File: src/verilog/jtb_pkg.sv
// Shared constants and types of the boundary scan test port.
// Assumes one system clock; every count and code is used by name.
package jtb_pkg;

  // Instruction register
  localparam int IR_W = 16;
  localparam logic [15:0] IR_RESET = 16'h0004, IR_CAPTURE = 16'h0001;
  localparam logic [15:0] OP_EXTEST = 16'h0000, OP_SAMPLE = 16'h0002,
    OP_IDCODE = 16'h0004, OP_FMODE = 16'h0082, OP_FDATA = 16'h0083,
    OP_FADDR = 16'h0084, OP_FSCALE = 16'h0085, OP_BYPASS = 16'hFFFF;

  // Boundary chain layout
  localparam int BSR_LEN = 87;
  localparam int BIT_RST_EN = 0, BIT_RST_IO = 1, BIT_XTAL = 2;
  localparam int BIT_WEAK_PU = 3, BIT_ADDR_LO = 4, BIT_DATA_LO = 12;
  localparam int BIT_WR = 20, BIT_RD = 21, BIT_RMW = 22;
  localparam int BIT_PORT_BASE = 23, PORT_PINS = 32, SFR_W = 8;

  // Other data registers
  localparam int ID_W = 32, FMODE_W = 8, FDAT_W = 20;
  localparam int FADR_W = 16, FSCL_W = 8, FVAL_W = 18;
  localparam logic [1:0] FOP_READ = 2'h2, FOP_WRITE = 2'h3;

  // Reset values
  localparam logic [15:0] IR_SH_RESET = 16'h0000;
  localparam logic [7:0] FREG8_RESET = 8'h00;
  localparam logic [15:0] FADR_RESET = 16'h0000;

  typedef enum logic [15:0] {
    ST_TLR = 16'h0001, ST_RTI = 16'h0002, ST_SEL_DR = 16'h0004,
    ST_CAP_DR = 16'h0008, ST_SH_DR = 16'h0010, ST_EX1_DR = 16'h0020,
    ST_PA_DR = 16'h0040, ST_EX2_DR = 16'h0080, ST_UPD_DR = 16'h0100,
    ST_SEL_IR = 16'h0200, ST_CAP_IR = 16'h0400, ST_SH_IR = 16'h0800,
    ST_EX1_IR = 16'h1000, ST_PA_IR = 16'h2000, ST_EX2_IR = 16'h4000,
    ST_UPD_IR = 16'h8000
  } jtb_state_t;

  typedef struct packed {
    logic [7:0] addr;
    logic [7:0] data;
    logic wr;
    logic rd;
    logic rmw;
  } jtb_sfr_t;

  typedef struct packed {
    logic [31:0] oe;
    logic [31:0] dout;
  } jtb_port_t;

endpackage : jtb_pkg

File: src/verilog/jtb_sync.sv
// Two-flop synchroniser for a group of asynchronous levels.
// Assumes inputs change slowly against the system clock.
`timescale 1ns/100ps
`default_nettype none
module jtb_sync #(
  parameter int W = 1
) (
  input wire logic clock_in,
  input wire logic resetn_in,
  input wire logic [W-1:0] async_in,
  output logic [W-1:0] sync_out
);
  logic [W-1:0] meta_r;

  // First stage feeds only the second stage
  always_ff @(posedge clock_in) begin
    if (!resetn_in) begin
      meta_r <= '0;
      sync_out <= '0;
    end else begin
      meta_r <= async_in;
      sync_out <= meta_r;
    end
  end
endmodule : jtb_sync
`default_nettype wire

File: src/verilog/jtb_tap_fsm.sv
// Sixteen-state test access port controller.
// Assumes a one-cycle strobe for each rising test clock edge.
`timescale 1ns/100ps
`default_nettype none
module jtb_tap_fsm
  import jtb_pkg::*;
(
  input wire logic clock_in,
  input wire logic resetn_in,
  input wire logic tck_rise_in,
  input wire logic tms_in,
  output jtb_pkg::jtb_state_t state_out
);
  jtb_state_t state_nxt;

  // Standard next-state table, steered by the mode select
  always_comb begin
    case (state_out)
      ST_TLR: state_nxt = tms_in ? ST_TLR : ST_RTI;
      ST_RTI: state_nxt = tms_in ? ST_SEL_DR : ST_RTI;
      ST_SEL_DR: state_nxt = tms_in ? ST_SEL_IR : ST_CAP_DR;
      ST_CAP_DR: state_nxt = tms_in ? ST_EX1_DR : ST_SH_DR;
      ST_SH_DR: state_nxt = tms_in ? ST_EX1_DR : ST_SH_DR;
      ST_EX1_DR: state_nxt = tms_in ? ST_UPD_DR : ST_PA_DR;
      ST_PA_DR: state_nxt = tms_in ? ST_EX2_DR : ST_PA_DR;
      ST_EX2_DR: state_nxt = tms_in ? ST_UPD_DR : ST_SH_DR;
      ST_UPD_DR: state_nxt = tms_in ? ST_SEL_DR : ST_RTI;
      ST_SEL_IR: state_nxt = tms_in ? ST_TLR : ST_CAP_IR;
      ST_CAP_IR: state_nxt = tms_in ? ST_EX1_IR : ST_SH_IR;
      ST_SH_IR: state_nxt = tms_in ? ST_EX1_IR : ST_SH_IR;
      ST_EX1_IR: state_nxt = tms_in ? ST_UPD_IR : ST_PA_IR;
      ST_PA_IR: state_nxt = tms_in ? ST_EX2_IR : ST_PA_IR;
      ST_EX2_IR: state_nxt = tms_in ? ST_UPD_IR : ST_SH_IR;
      ST_UPD_IR: state_nxt = tms_in ? ST_SEL_DR : ST_RTI;
      default: state_nxt = ST_TLR;
    endcase
  end

  // Advance only on a test clock rising edge
  always_ff @(posedge clock_in) begin
    if (!resetn_in) begin
      state_out <= ST_TLR;
    end else if (tck_rise_in) begin
      state_out <= state_nxt;
    end
  end
endmodule : jtb_tap_fsm
`default_nettype wire

File: src/verilog/jtb_tap_boundary_scan.sv
// Test access port with boundary chain and flash access registers.
// Assumes the test pins are asynchronous and the core runs on clock_in.
//
// Operation
// - Only four dedicated test pins: clock, mode select, data in, out.
// - A 16-bit instruction register selects one of seven data registers.
// - Three boundary-scan data registers plus four flash access registers.
// - Capture, shift and update follow the standard controller sequence.
// - Boundary chain is exactly 87 bits between data in and out.
// - External test captures and drives; sample captures but does not drive.
// - Sample/preload observes pins and presets latches, normal use intact.
// - Identification instruction selects the identification register.
// - Bypass instruction selects the bypass register.
// - Flash control instruction selects the flash mode register.
// - Flash data instruction selects the flash data register.
// - Flash address instruction selects the flash address register.
// - Flash scale instruction selects the flash prescale register.
// - Bit 0 is reset drive enable, bit 1 reset pin value.
// - Bit 2 captures the oscillator pin; its update is unused.
// - Bit 3 captures and drives the weak pull-up enable.
// - Bits 4 to 11 carry the register-bus address, LSB first.
// - Bits 12 to 19 capture read data, drive write data, LSB first.
// - Bits 20, 21, 22 carry write, read and read-modify-write strobes.
// - Port 0 uses bits 23 to 38: enable then data per pin.
// - Ports 1, 2, 3 repeat the pairing at 39, 55 and 71.
// - During external test every input to on-chip logic reads one.
// - The bypass register is one bit.
// - The identification register is 32 bits.
`timescale 1ns/100ps
`default_nettype none
module jtb_tap_boundary_scan #(
  // Arbitrary identification value; bit 0 stays one
  parameter logic [31:0] ID_CODE = 32'h0ACE_5001
) (
  input wire logic clock_in,
  input wire logic resetn_in,
  input wire logic tck_in,
  input wire logic tms_in,
  input wire logic tdi_in,
  output logic tdo_out,
  output logic tdo_en_out,
  input wire logic rst_pin_in,
  input wire logic xtal_pin_in,
  input wire logic [31:0] port_pin_in,
  input wire logic core_rst_en_in,
  input wire logic core_rst_o_in,
  input wire logic core_weak_pu_in,
  input wire jtb_pkg::jtb_sfr_t core_sfr_in,
  input wire logic [7:0] sfr_rdata_in,
  input wire jtb_pkg::jtb_port_t core_port_in,
  output logic rst_oe_out,
  output logic rst_o_out,
  output logic weak_pu_out,
  output jtb_pkg::jtb_sfr_t sfr_bus_out,
  output jtb_pkg::jtb_port_t port_out,
  output logic core_rst_pin_out,
  output logic core_xtal_out,
  output logic [31:0] core_port_pin_out,
  output logic [7:0] core_sfr_rdata_out,
  input wire logic flash_busy_in,
  input wire logic [17:0] flash_rdata_in,
  output logic [7:0] flash_mode_out,
  output logic [15:0] flash_addr_out,
  output logic [7:0] flash_scale_out,
  output logic [17:0] flash_wdata_out,
  output logic flash_wr_out,
  output logic flash_rd_out
);
  import jtb_pkg::*;

  logic [2:0] tap_s;
  logic [33:0] pin_s;
  logic tck_prev_r;
  jtb_state_t tap_state;
  logic [IR_W-1:0] ir_r;
  logic [IR_W-1:0] ir_sh_r;
  logic [BSR_LEN-1:0] bsr_sh_r;
  logic [BSR_LEN-1:0] bsr_upd_r;
  logic [ID_W-1:0] id_sh_r;
  logic byp_r;
  logic [FMODE_W-1:0] fmode_sh_r;
  logic [FDAT_W-1:0] fdat_sh_r;
  logic [FADR_W-1:0] fadr_sh_r;
  logic [FSCL_W-1:0] fscl_sh_r;
  logic tdo_r;
  logic tdo_en_r;

  // Test pins and device pins are asynchronous; two flops each
  jtb_sync #(.W(3)) u_tap_sync (
    .clock_in(clock_in),
    .resetn_in(resetn_in),
    .async_in({tck_in, tms_in, tdi_in}),
    .sync_out(tap_s)
  );
  jtb_sync #(.W(34)) u_pin_sync (
    .clock_in(clock_in),
    .resetn_in(resetn_in),
    .async_in({rst_pin_in, xtal_pin_in, port_pin_in}),
    .sync_out(pin_s)
  );

  // Test clock edge detection on the synchronised level
  wire tck_s = tap_s[2];
  wire tms_s = tap_s[1];
  wire tdi_s = tap_s[0];
  wire tck_rise = tck_s & ~tck_prev_r;
  wire tck_fall = ~tck_s & tck_prev_r;
  wire rst_pin_s = pin_s[33];
  wire xtal_s = pin_s[32];
  wire [31:0] port_pin_s = pin_s[31:0];

  always_ff @(posedge clock_in) begin
    if (!resetn_in) begin
      tck_prev_r <= 1'b0;
    end else begin
      tck_prev_r <= tck_s;
    end
  end

  jtb_tap_fsm u_fsm (
    .clock_in(clock_in),
    .resetn_in(resetn_in),
    .tck_rise_in(tck_rise),
    .tms_in(tms_s),
    .state_out(tap_state)
  );

  // Action strobes, one system cycle per test clock rising edge
  wire in_tlr = (tap_state == ST_TLR);
  wire cap_dr = tck_rise & (tap_state == ST_CAP_DR);
  wire sh_dr = tck_rise & (tap_state == ST_SH_DR);
  wire upd_dr = tck_rise & (tap_state == ST_UPD_DR);
  wire cap_ir = tck_rise & (tap_state == ST_CAP_IR);
  wire sh_ir = tck_rise & (tap_state == ST_SH_IR);
  wire upd_ir = tck_rise & (tap_state == ST_UPD_IR);
  wire shifting = (tap_state == ST_SH_DR) | (tap_state == ST_SH_IR);

  // Instruction decode
  wire extest = (ir_r == OP_EXTEST);
  wire sel_bsr = extest | (ir_r == OP_SAMPLE);
  wire sel_id = (ir_r == OP_IDCODE);
  wire sel_fmode = (ir_r == OP_FMODE);
  wire sel_fdat = (ir_r == OP_FDATA);
  wire sel_fadr = (ir_r == OP_FADDR);
  wire sel_fscl = (ir_r == OP_FSCALE);
  // Explicit bypass code and every unknown code land here
  wire sel_byp = ~(sel_bsr | sel_id | sel_fmode | sel_fdat | sel_fadr |
                   sel_fscl);

  // Instruction shift stage and active instruction
  always_ff @(posedge clock_in) begin
    if (!resetn_in) begin
      ir_sh_r <= IR_SH_RESET;
      ir_r <= IR_RESET;
    end else begin
      if (cap_ir) begin
        ir_sh_r <= IR_CAPTURE;
      end else if (sh_ir) begin
        ir_sh_r <= {tdi_s, ir_sh_r[IR_W-1:1]};
      end
      if (in_tlr) begin
        ir_r <= IR_RESET;
      end else if (upd_ir) begin
        ir_r <= ir_sh_r;
      end
    end
  end

  // Boundary capture vector built from core and synchronised pins
  logic [BSR_LEN-1:0] bsr_cap;
  assign bsr_cap[BIT_RST_EN] = core_rst_en_in;
  assign bsr_cap[BIT_RST_IO] = rst_pin_s;
  assign bsr_cap[BIT_XTAL] = xtal_s;
  assign bsr_cap[BIT_WEAK_PU] = core_weak_pu_in;
  assign bsr_cap[BIT_ADDR_LO +: SFR_W] = core_sfr_in.addr;
  assign bsr_cap[BIT_DATA_LO +: SFR_W] = sfr_rdata_in;
  assign bsr_cap[BIT_WR] = core_sfr_in.wr;
  assign bsr_cap[BIT_RD] = core_sfr_in.rd;
  assign bsr_cap[BIT_RMW] = core_sfr_in.rmw;

  // Per-pin enable and data pairs, ports in order 0 to 3
  logic [31:0] upd_oe;
  logic [31:0] upd_do;
  genvar k;
  generate
    for (k = 0; k < PORT_PINS; k++) begin : g_pin
      assign bsr_cap[BIT_PORT_BASE + 2*k] = core_port_in.oe[k];
      assign bsr_cap[BIT_PORT_BASE + 2*k + 1] = port_pin_s[k];
      assign upd_oe[k] = bsr_upd_r[BIT_PORT_BASE + 2*k];
      assign upd_do[k] = bsr_upd_r[BIT_PORT_BASE + 2*k + 1];
    end
  endgenerate

  // Boundary shift stage and update latches
  always_ff @(posedge clock_in) begin
    if (!resetn_in) begin
      bsr_sh_r <= '0;
      bsr_upd_r <= '0;
    end else begin
      if (cap_dr & sel_bsr) begin
        bsr_sh_r <= bsr_cap;
      end else if (sh_dr & sel_bsr) begin
        bsr_sh_r <= {tdi_s, bsr_sh_r[BSR_LEN-1:1]};
      end
      // Preload also lands here; only external test drives it out
      if (upd_dr & sel_bsr) begin
        bsr_upd_r <= bsr_sh_r;
      end
    end
  end

  // Identification and bypass registers
  always_ff @(posedge clock_in) begin
    if (!resetn_in) begin
      id_sh_r <= '0;
      byp_r <= 1'b0;
    end else begin
      if (cap_dr & sel_id) begin
        id_sh_r <= ID_CODE;
      end else if (sh_dr & sel_id) begin
        id_sh_r <= {tdi_s, id_sh_r[ID_W-1:1]};
      end
      if (cap_dr & sel_byp) begin
        byp_r <= 1'b0;
      end else if (sh_dr & sel_byp) begin
        byp_r <= tdi_s;
      end
    end
  end

  // Flash mode, address and prescale: shift in, apply on update
  always_ff @(posedge clock_in) begin
    if (!resetn_in) begin
      fmode_sh_r <= FREG8_RESET;
      fadr_sh_r <= FADR_RESET;
      fscl_sh_r <= FREG8_RESET;
      flash_mode_out <= FREG8_RESET;
      flash_addr_out <= FADR_RESET;
      flash_scale_out <= FREG8_RESET;
    end else begin
      if (cap_dr & sel_fmode) begin
        fmode_sh_r <= flash_mode_out;
      end else if (sh_dr & sel_fmode) begin
        fmode_sh_r <= {tdi_s, fmode_sh_r[FMODE_W-1:1]};
      end
      if (cap_dr & sel_fadr) begin
        fadr_sh_r <= flash_addr_out;
      end else if (sh_dr & sel_fadr) begin
        fadr_sh_r <= {tdi_s, fadr_sh_r[FADR_W-1:1]};
      end
      if (cap_dr & sel_fscl) begin
        fscl_sh_r <= flash_scale_out;
      end else if (sh_dr & sel_fscl) begin
        fscl_sh_r <= {tdi_s, fscl_sh_r[FSCL_W-1:1]};
      end
      if (upd_dr & sel_fmode) begin
        flash_mode_out <= fmode_sh_r;
      end
      if (upd_dr & sel_fadr) begin
        flash_addr_out <= fadr_sh_r;
      end
      if (upd_dr & sel_fscl) begin
        flash_scale_out <= fscl_sh_r;
      end
    end
  end

  // Flash data command decode; busy blocks new reads and writes
  wire [1:0] fdat_op = fdat_sh_r[FDAT_W-1 -: 2];
  wire fdat_go = upd_dr & sel_fdat & ~flash_busy_in;
  wire fdat_wr = fdat_go & (fdat_op == FOP_WRITE);
  wire fdat_rd = fdat_go & (fdat_op == FOP_READ);

  // Flash data register: status out, command in, one-cycle strobes
  always_ff @(posedge clock_in) begin
    if (!resetn_in) begin
      fdat_sh_r <= '0;
      flash_wdata_out <= '0;
      flash_wr_out <= 1'b0;
      flash_rd_out <= 1'b0;
    end else begin
      if (cap_dr & sel_fdat) begin
        fdat_sh_r <= {1'b0, flash_rdata_in, flash_busy_in};
      end else if (sh_dr & sel_fdat) begin
        fdat_sh_r <= {tdi_s, fdat_sh_r[FDAT_W-1:1]};
      end
      if (fdat_wr) begin
        flash_wdata_out <= fdat_sh_r[FVAL_W-1:0];
      end
      flash_wr_out <= fdat_wr;
      flash_rd_out <= fdat_rd;
    end
  end

  // Serial output select for the register in the shift path
  wire tdo_dr = sel_bsr ? bsr_sh_r[0] :
                sel_id ? id_sh_r[0] :
                sel_fmode ? fmode_sh_r[0] :
                sel_fdat ? fdat_sh_r[0] :
                sel_fadr ? fadr_sh_r[0] :
                sel_fscl ? fscl_sh_r[0] : byp_r;
  wire tdo_bit = (tap_state == ST_SH_IR) ? ir_sh_r[0] : tdo_dr;

  // Output changes on the falling test clock edge so the far end can sample
  always_ff @(posedge clock_in) begin
    if (!resetn_in) begin
      tdo_r <= 1'b0;
      tdo_en_r <= 1'b0;
    end else if (tck_fall) begin
      tdo_r <= tdo_bit;
      tdo_en_r <= shifting;
    end
  end
  assign tdo_out = tdo_r;
  assign tdo_en_out = tdo_en_r;

  // Pin-side values: update latches under external test, core otherwise
  wire rst_oe_nxt = extest ? bsr_upd_r[BIT_RST_EN] : core_rst_en_in;
  wire rst_o_nxt = extest ? bsr_upd_r[BIT_RST_IO] : core_rst_o_in;
  wire weak_pu_nxt = extest ? bsr_upd_r[BIT_WEAK_PU] : core_weak_pu_in;
  jtb_sfr_t sfr_nxt;
  jtb_port_t port_nxt;
  assign sfr_nxt.addr = extest ? bsr_upd_r[BIT_ADDR_LO +: SFR_W] :
                        core_sfr_in.addr;
  assign sfr_nxt.data = extest ? bsr_upd_r[BIT_DATA_LO +: SFR_W] :
                        core_sfr_in.data;
  assign sfr_nxt.wr = extest ? bsr_upd_r[BIT_WR] : core_sfr_in.wr;
  assign sfr_nxt.rd = extest ? bsr_upd_r[BIT_RD] : core_sfr_in.rd;
  assign sfr_nxt.rmw = extest ? bsr_upd_r[BIT_RMW] : core_sfr_in.rmw;
  assign port_nxt.oe = extest ? upd_oe : core_port_in.oe;
  assign port_nxt.dout = extest ? upd_do : core_port_in.dout;

  // Registered pin side; one extra cycle of latency in normal use
  always_ff @(posedge clock_in) begin
    if (!resetn_in) begin
      rst_oe_out <= 1'b0;
      rst_o_out <= 1'b0;
      weak_pu_out <= 1'b0;
      sfr_bus_out <= '0;
      port_out <= '0;
    end else begin
      rst_oe_out <= rst_oe_nxt;
      rst_o_out <= rst_o_nxt;
      weak_pu_out <= weak_pu_nxt;
      sfr_bus_out <= sfr_nxt;
      port_out <= port_nxt;
    end
  end

  // Core-side inputs, held high while pins are under test control
  always_ff @(posedge clock_in) begin
    if (!resetn_in) begin
      core_rst_pin_out <= 1'b1;
      core_xtal_out <= 1'b1;
      core_port_pin_out <= '1;
      core_sfr_rdata_out <= '1;
    end else begin
      core_rst_pin_out <= extest | rst_pin_s;
      core_xtal_out <= extest | xtal_s;
      core_port_pin_out <= extest ? '1 : port_pin_s;
      core_sfr_rdata_out <= extest ? '1 : sfr_rdata_in;
    end
  end
endmodule : jtb_tap_boundary_scan
`default_nettype wire

File: config.mk
export PLATFORM = sky130hd
export DESIGN_NAME = jtb_tap_boundary_scan
export DESIGN_NICKNAME = d
export VERILOG_FILES = /design/src/verilog/jtb_pkg.sv /design/src/verilog/jtb_sync.sv /design/src/verilog/jtb_tap_fsm.sv /design/src/verilog/jtb_tap_boundary_scan.sv
export SDC_FILE = /design/constraint.sdc
export NUM_CORES = 1
export LEC_CHECK = 0
export BUFFER_PORTS_ARGS = -buffer_cell sky130_fd_sc_hd__buf_2
export CELL_PAD_IN_SITES_DETAIL_PLACEMENT = 1
export CELL_PAD_IN_SITES_GLOBAL_PLACEMENT = 1
export CORE_MARGIN = 5
export CORE_UTILIZATION = 42
export DETAILED_ROUTE_END_ITERATION = 10
export GPL_TIMING_DRIVEN = 0
export PLACE_DENSITY = 0.87
export SKIP_LAST_GASP = 1
export SYNTH_ARGS = -nofsm -noshare
export SYNTH_HDL_FRONTEND = slang
export SYNTH_SLANG_ARGS = --single-unit
File: constraint.sdc
create_clock -name clock_in -period 3.5 [get_ports clock_in]
set_clock_uncertainty 0.15 [all_clocks]
set_input_delay 0.7 -clock clock_in [delete_from_list [all_inputs] [get_ports clock_in]]
set_output_delay 0.7 -clock clock_in [all_outputs]
set_load 0.02 [all_outputs]
Word level (Yosys, flattened, before mapping)
Index checks and enable logic that the tools add are counted.
{"block": "totals", "input_bits": 152, "output_inout_bits": 182, "reg_bits": 564}
{"block": "classes", "n_bitwise": 44, "n_eq_ne": 24, "muxes": 44, "n_reduce_logical": 17}
{"operator": "16-bit one-hot mux with 12 select lines", "count": 1}
{"operator": "87-bit 2-to-1 mux", "count": 2}
{"operator": "16-bit by 8-bit equality test with 1-bit output, second input constant", "count": 5}
{"operator": "16-bit 2-to-1 mux", "count": 4}
{"operator": "32-bit 2-to-1 mux", "count": 2}
{"operator": "28-bit 2-to-1 mux", "count": 2}
{"operator": "8-bit 2-to-1 mux", "count": 7}
{"operator": "19-bit 2-to-1 mux", "count": 2}
{"operator": "16-bit by 2-bit equality test with 1-bit output, second input constant", "count": 2}
{"operator": "16-bit by 3-bit equality test with 1-bit output, second input constant", "count": 2}
{"operator": "1-bit AND", "count": 30}
{"operator": "9-bit 2-to-1 mux", "count": 2}
{"operator": "16-bit by 1-bit equality test with 1-bit output, second input constant", "count": 1}
{"operator": "16-bit by 10-bit equality test with 1-bit output, second input constant", "count": 1}
{"operator": "16-bit by 11-bit equality test with 1-bit output, second input constant", "count": 1}
{"operator": "16-bit by 12-bit equality test with 1-bit output, second input constant", "count": 1}
{"operator": "16-bit by 13-bit equality test with 1-bit output, second input constant", "count": 1}
{"operator": "16-bit by 14-bit equality test with 1-bit output, second input constant", "count": 1}
{"operator": "16-bit by 15-bit equality test with 1-bit output, second input constant", "count": 1}
{"operator": "16-bit equality test, second input constant", "count": 1}
{"operator": "16-bit by 4-bit equality test with 1-bit output, second input constant", "count": 1}
{"operator": "16-bit by 5-bit equality test with 1-bit output, second input constant", "count": 1}
{"operator": "16-bit by 6-bit equality test with 1-bit output, second input constant", "count": 1}
{"operator": "16-bit by 7-bit equality test with 1-bit output, second input constant", "count": 1}
{"operator": "16 further kinds", "count": 56}

Depth between registers and ports, before layout
{"block": "depth", "word_depth": 10, "depth_mapped": 11}

Modules after synthesis
Synthesis repeated with hierarchy kept, for this count alone.
{"block": "hier_totals", "cells_unflattened": 2297, "area_unflattened_um2": 20569.7}
{"module": "jtb_tap_boundary_scan", "area_each_um2": 17416.7, "cells_each": 1999, "instances": 1, "seq_area_each_um2": 9469.1}
{"module": "jtb_sync at u_pin_sync", "area_each_um2": 1866.8, "cells_each": 143, "instances": 1, "seq_area_each_um2": 1361.3}
{"module": "jtb_tap_fsm", "area_each_um2": 1128.6, "cells_each": 143, "instances": 1, "seq_area_each_um2": 320.3}
{"module": "jtb_sync at u_tap_sync", "area_each_um2": 157.7, "cells_each": 12, "instances": 1, "seq_area_each_um2": 120.1}

Worst setup path before layout
OpenSTA, ideal clock, no wires.
{"block": "synth_path", "kind": "register to register", "from": "reg u_fsm.state_out[15]", "to": "reg bsr_upd_r[46]", "setup_ns": 0.132, "path_stages_with_launch": 12, "required_time_ns": 3.218, "setup_slack_ns": 1.012, "arrival_ns": 2.206, "synth_period_minus_slack_ns": 2.488, "n_path_buf": 5, "path_cell_list": "dfxtp_1 > buf_4 > nor4_4 > nand4_1 > or2_1 > buf_2 > or2_2 > clkbuf_1 > buf_6 > buf_2 > nand2_1 > a21oi_1"}
{"block": "synth_between", "elab_chain_cells": 3}
{"item": "from (decl)", "line_no": "jtb_tap_fsm.sv:12", "rtl": "output jtb_pkg::jtb_state_t state_out"}
{"item": "from (signal assigned)", "line_no": "jtb_tap_fsm.sv:44", "rtl": "state_out <= state_nxt;"}
{"item": "16-bit by 9-bit equality test with 1-bit output", "line_no": "jtb_tap_boundary_scan.sv:132", "rtl": "wire upd_dr = tck_rise & (tap_state == ST_UPD_DR);"}
{"item": "1-bit AND", "line_no": "jtb_tap_boundary_scan.sv:132"}
{"item": "1-bit AND", "line_no": "jtb_tap_boundary_scan.sv:206", "rtl": "if (upd_dr & sel_bsr) begin"}
{"item": "to (signal assigned)", "line_no": "jtb_tap_boundary_scan.sv:207", "rtl": "bsr_upd_r <= bsr_sh_r;"}
{"item": "to (decl)", "line_no": "jtb_tap_boundary_scan.sv:78", "rtl": "logic [BSR_LEN-1:0] bsr_upd_r;"}
No other way between the ends.
A chain may end at the register's enable or synchronous reset.

Worst setup path in the final report
{"block": "layout_path", "from": "reg u_fsm.state_out[11]", "to": "reg bsr_sh_r[76]"}
{"block": "layout_between", "elab_chain_cells": 4, "elab_cells_between_ends": 8, "classes_between": "2 x eq/ne; 1 x mux; 4 x bitwise; 1 x reduce/logical"}
{"item": "16-bit by 4-bit equality test with 1-bit output or 16-bit by 5-bit equality test with 1-bit output (tied branches)", "line_no": "jtb_tap_boundary_scan.sv:130, jtb_tap_boundary_scan.sv:131"}
{"item": "1-bit AND, on equally long branches", "line_no": "jtb_tap_boundary_scan.sv:130, jtb_tap_boundary_scan.sv:131"}
{"item": "1-bit AND, on equally long branches", "line_no": "jtb_tap_boundary_scan.sv:200, jtb_tap_boundary_scan.sv:202"}
{"item": "87-bit 2-to-1 mux or 2-bit nonzero test (tied branches)"}
{"item": "to (signal assigned)", "line_no": "jtb_tap_boundary_scan.sv:201", "rtl": "bsr_sh_r <= bsr_cap;"}
{"item": "to (signal assigned)", "line_no": "jtb_tap_boundary_scan.sv:203", "rtl": "bsr_sh_r <= {tdi_s, bsr_sh_r[BSR_LEN-1:1]};"}
{"item": "to (decl)", "line_no": "jtb_tap_boundary_scan.sv:77", "rtl": "logic [BSR_LEN-1:0] bsr_sh_r;"}
Several ways; a longest one is shown, not always the timed one.

==> run summary <==
status: finished clean
CP Capture Type: flip-flop
largest net degree at the start of global routing: 16
via count: 18300
CTS Root Cell: clkbuf_16
asr flop ratio synth: 0%
Critical Path Source Type: flip-flop
crit path cell chain: clkbuf_1 -> nor4_4 -> and4_1 -> nand2_1 -> nand2_1 -> a21oi_2 -> buf_2 -> buf_2 -> o2bb2ai_1
clock share of power: 45.8%
Mapped Nets: 2353
Post-synth EDFFs: 0
Min-Delay Path Depth: 2
Placeable Area: 0.0474 mm^2
FMAX: 300 MHz
main flop type after synthesis: dfxtp_1
Levels on crit path: 9
Synth Warn #: 0
remaining antenna violation count: 0
Synth area leaders: dfxtp_1, nand2_1, a21oi_1
hold-fix buffer count after cts: 0
sequential area share after synthesis: 56.2%
min-delay worst type: in -> reg
slew at the pin closest to its max-slew limit: 0.991 ns
Sequential Power Share: 49.5%
Final Setup Violations: 0
Leakage Power: 0.00913 uW
P&R area growth vs syn: 21.5%
Finished Cell Area: 0.0244 mm^2
FF+latch area: 0.0113 mm^2
critical path's largest stage delay: 0.58 ns
final net count: 2744
final std cells w/o fill: 3252
Int Pwr: 10200 uW
CTS H-tree depth: 2
CTS tree: done
Crit path max-delay family: buffers and inverters
clk sinks: 563
Post-Place Cells: 3148
CP startpoint: u_fsm.state_out[11]
vias in the first global route: 19500
Max Fanout on Critical Path: 10
Yosys top cell area share: 56.2%
post-DP HPWL: 51600 um
overall die height: 228 um
setup TNS: 0 ns
Rows: 80
Syn Inst Count: 2201
minimum clock period: 3.33 ns
reg2reg start: u_fsm.state_out[11]
RSZ-0062 raised after global routing: false
Tot Pwr: 13300 uW
commonest non-fill, non-tap cell in the layout: dfxtp_1
combinational power share: 4.6%
Post-Synthesis Cell Area: 0.0200 mm^2
Multi-input gate area: 0.00800 mm^2
Synth Area per Inst: 9.11 um^2
total clock buffers created by CTS: 57
clk buf depth: 3
initial antenna violation count: 8
Final Max Slew Viols: 0
first-pass GRT wire length: 111000 um
r2r worst-path depth: 9
Worst-path clk slew: 0.07 ns
IO Pins: 334
Die W: 228 um
slowest stage cell, crit path: a21oi_2
Buf+Inv Stages, Crit Path: 3
Yosys cell types: 62
Yosys reg bits: 563
pwr dens: 546 mW/mm^2
Fin Hold WS: 0.126 ns
Remaining DRCs: 0
Arr. time, crit path: 3.71 ns
Total GRT Usage: 26.4%
Via density: 5.62
Skew-Pair Late Insertion Delay: 0.63 ns
WL per Instance: 22.2 um
Crit path required time: 3.88 ns
Max IR drop VDD: 0.000410 V
most frequent cells in the layout: dfxtp_1, nand2_1, buf_2, a21oi_1, a22oi_1
Max Cap Viol: 0
Tcrit/Tclk final: 95.2%
RePlAce Congestion: 0.873
final hold violations: 0
Switch Pwr: 3120 uW
Worst slew margin: 33.9%
GRT overflow: 0
DP Area: 0.0225 mm^2
Net Sw Frac: 23.5%
Initial DRT Pass Iterations: 5
Die ar.: 0.0522 mm^2
Filler cells: 5632
Initial DRC Count: 1092
cell taking the most area after synthesis: dfxtp_1
Routed WL: 72300 um
hold path startpoint: port_pin_in[16]
Setup CP Type: reg -> reg
port buffer count: 332
layout cells sized above 1: 19.4%
Starting Density: 42.3%
[repair_timing]
item | 4_1_cts | 5_1_grt
pin swaps | 0 | 1
setup endpoints to repair | 72 | 149
gates cloned | 0 | 0
gates resized for setup | 3 | 13
setup buffers | 0 | 0
[worst paths after layout]
path / end / slack, ns
setup / recovery: bsr_sh_r[76] / 0.17
hold / removal: u_pin_sync.meta_r[16] / 0.13
setup reg to reg: bsr_sh_r[76] / 0.17
hold reg to reg: u_pin_sync.sync_out[9] / 0.29
[state kept, by name, indices dropped and copies added (netlist names), 16 cells and up]
name,count
bsr_sh_r,87
bsr_upd_r,86
port_out,64
u_pin_sync.meta_r,34
u_pin_sync.sync_out,34
core_port_pin_out,32
id_sh_r,32
fdat_sh_r,20
sfr_bus_out,19
flash_wdata_out,18
fadr_sh_r,16
flash_addr_out,16
ir_r,16
ir_sh_r,16
u_fsm.state_out,16
[layout make-up]
class                      count  share of cell area (%)
inverter                      10                   0.154
antenna                        2                  0.0205
sequential                   563                    46.3
buffer                       180                    3.18
timing repair buffer         332                    6.82
clock buffer                  79                    6.65
clock inverter                23                   0.930
tap                          615                    3.16
multi-input combinational   1448                    32.8
[kinds of logic after synthesis]
kind of cell | count (synthesis) | synth area share (%)
buffers and inverters | 190 | 4.01
flip-flops | 563 | 56.2
AO/OA/AOI/OAI | 570 | 19.0
XOR/XNOR | 6 | 0.262
multiplexers | 38 | 1.91
AND/OR/NAND/NOR | 834 | 18.6
[stage by stage]
| step | util [%] | worst slack, ns |
|---|---|---|
| 2_1_floorplan | - | 1.01 |
| 3_3_place_gp | 47.4 | -0.0835 |
| 3_5_place_dp | 47.4 | -0.130 |
| 4_1_cts | 51.3 | 0.0618 |
| 5_1_grt | 51.3 | 0.00163 |
| 6_report | 51.3 | 0.168 |
[per-layer routing]
metal	wire (um)	up-vias	part of all wire, %	global-route usage (%)
li1	-	8373	-	-
met4	2410	10	3.3	8.62
met3	4820	182	6.7	6.31
met5	57	-	0.079	0
met1	29000	9034	40	31.5
met2	36100	666	50	46.9
[synthesized netlist by cell type (10+ instances only)]
library cell / instances
dfxtp_1: 563
nand2_1: 544
a21oi_1: 262
a22oi_1: 131
clkbuf_1: 123
o2bb2ai_1: 122
nor2_1: 81
and2_1: 79
buf_2: 47
or3_1: 47
mux2i_1: 36
nand3_1: 13
a31oi_1: 12
nor3_1: 11
inv_1: 10
[power groups by stage]
| stage | combinational (uW) | clock (uW) | sequential (uW) |
|---|---|---|---|
| 2_1_floorplan | 189 | 0 | 6820 |
| 3_3_place_gp | 592 | 0 | 6730 |
| 3_5_place_dp | 606 | 0 | 6730 |
| 4_1_cts | 616 | 6150 | 6590 |
| 5_1_grt | 657 | 6430 | 6600 |
| 6_report | 618 | 6100 | 6590 |
Power figures use the tool's default switching activity.
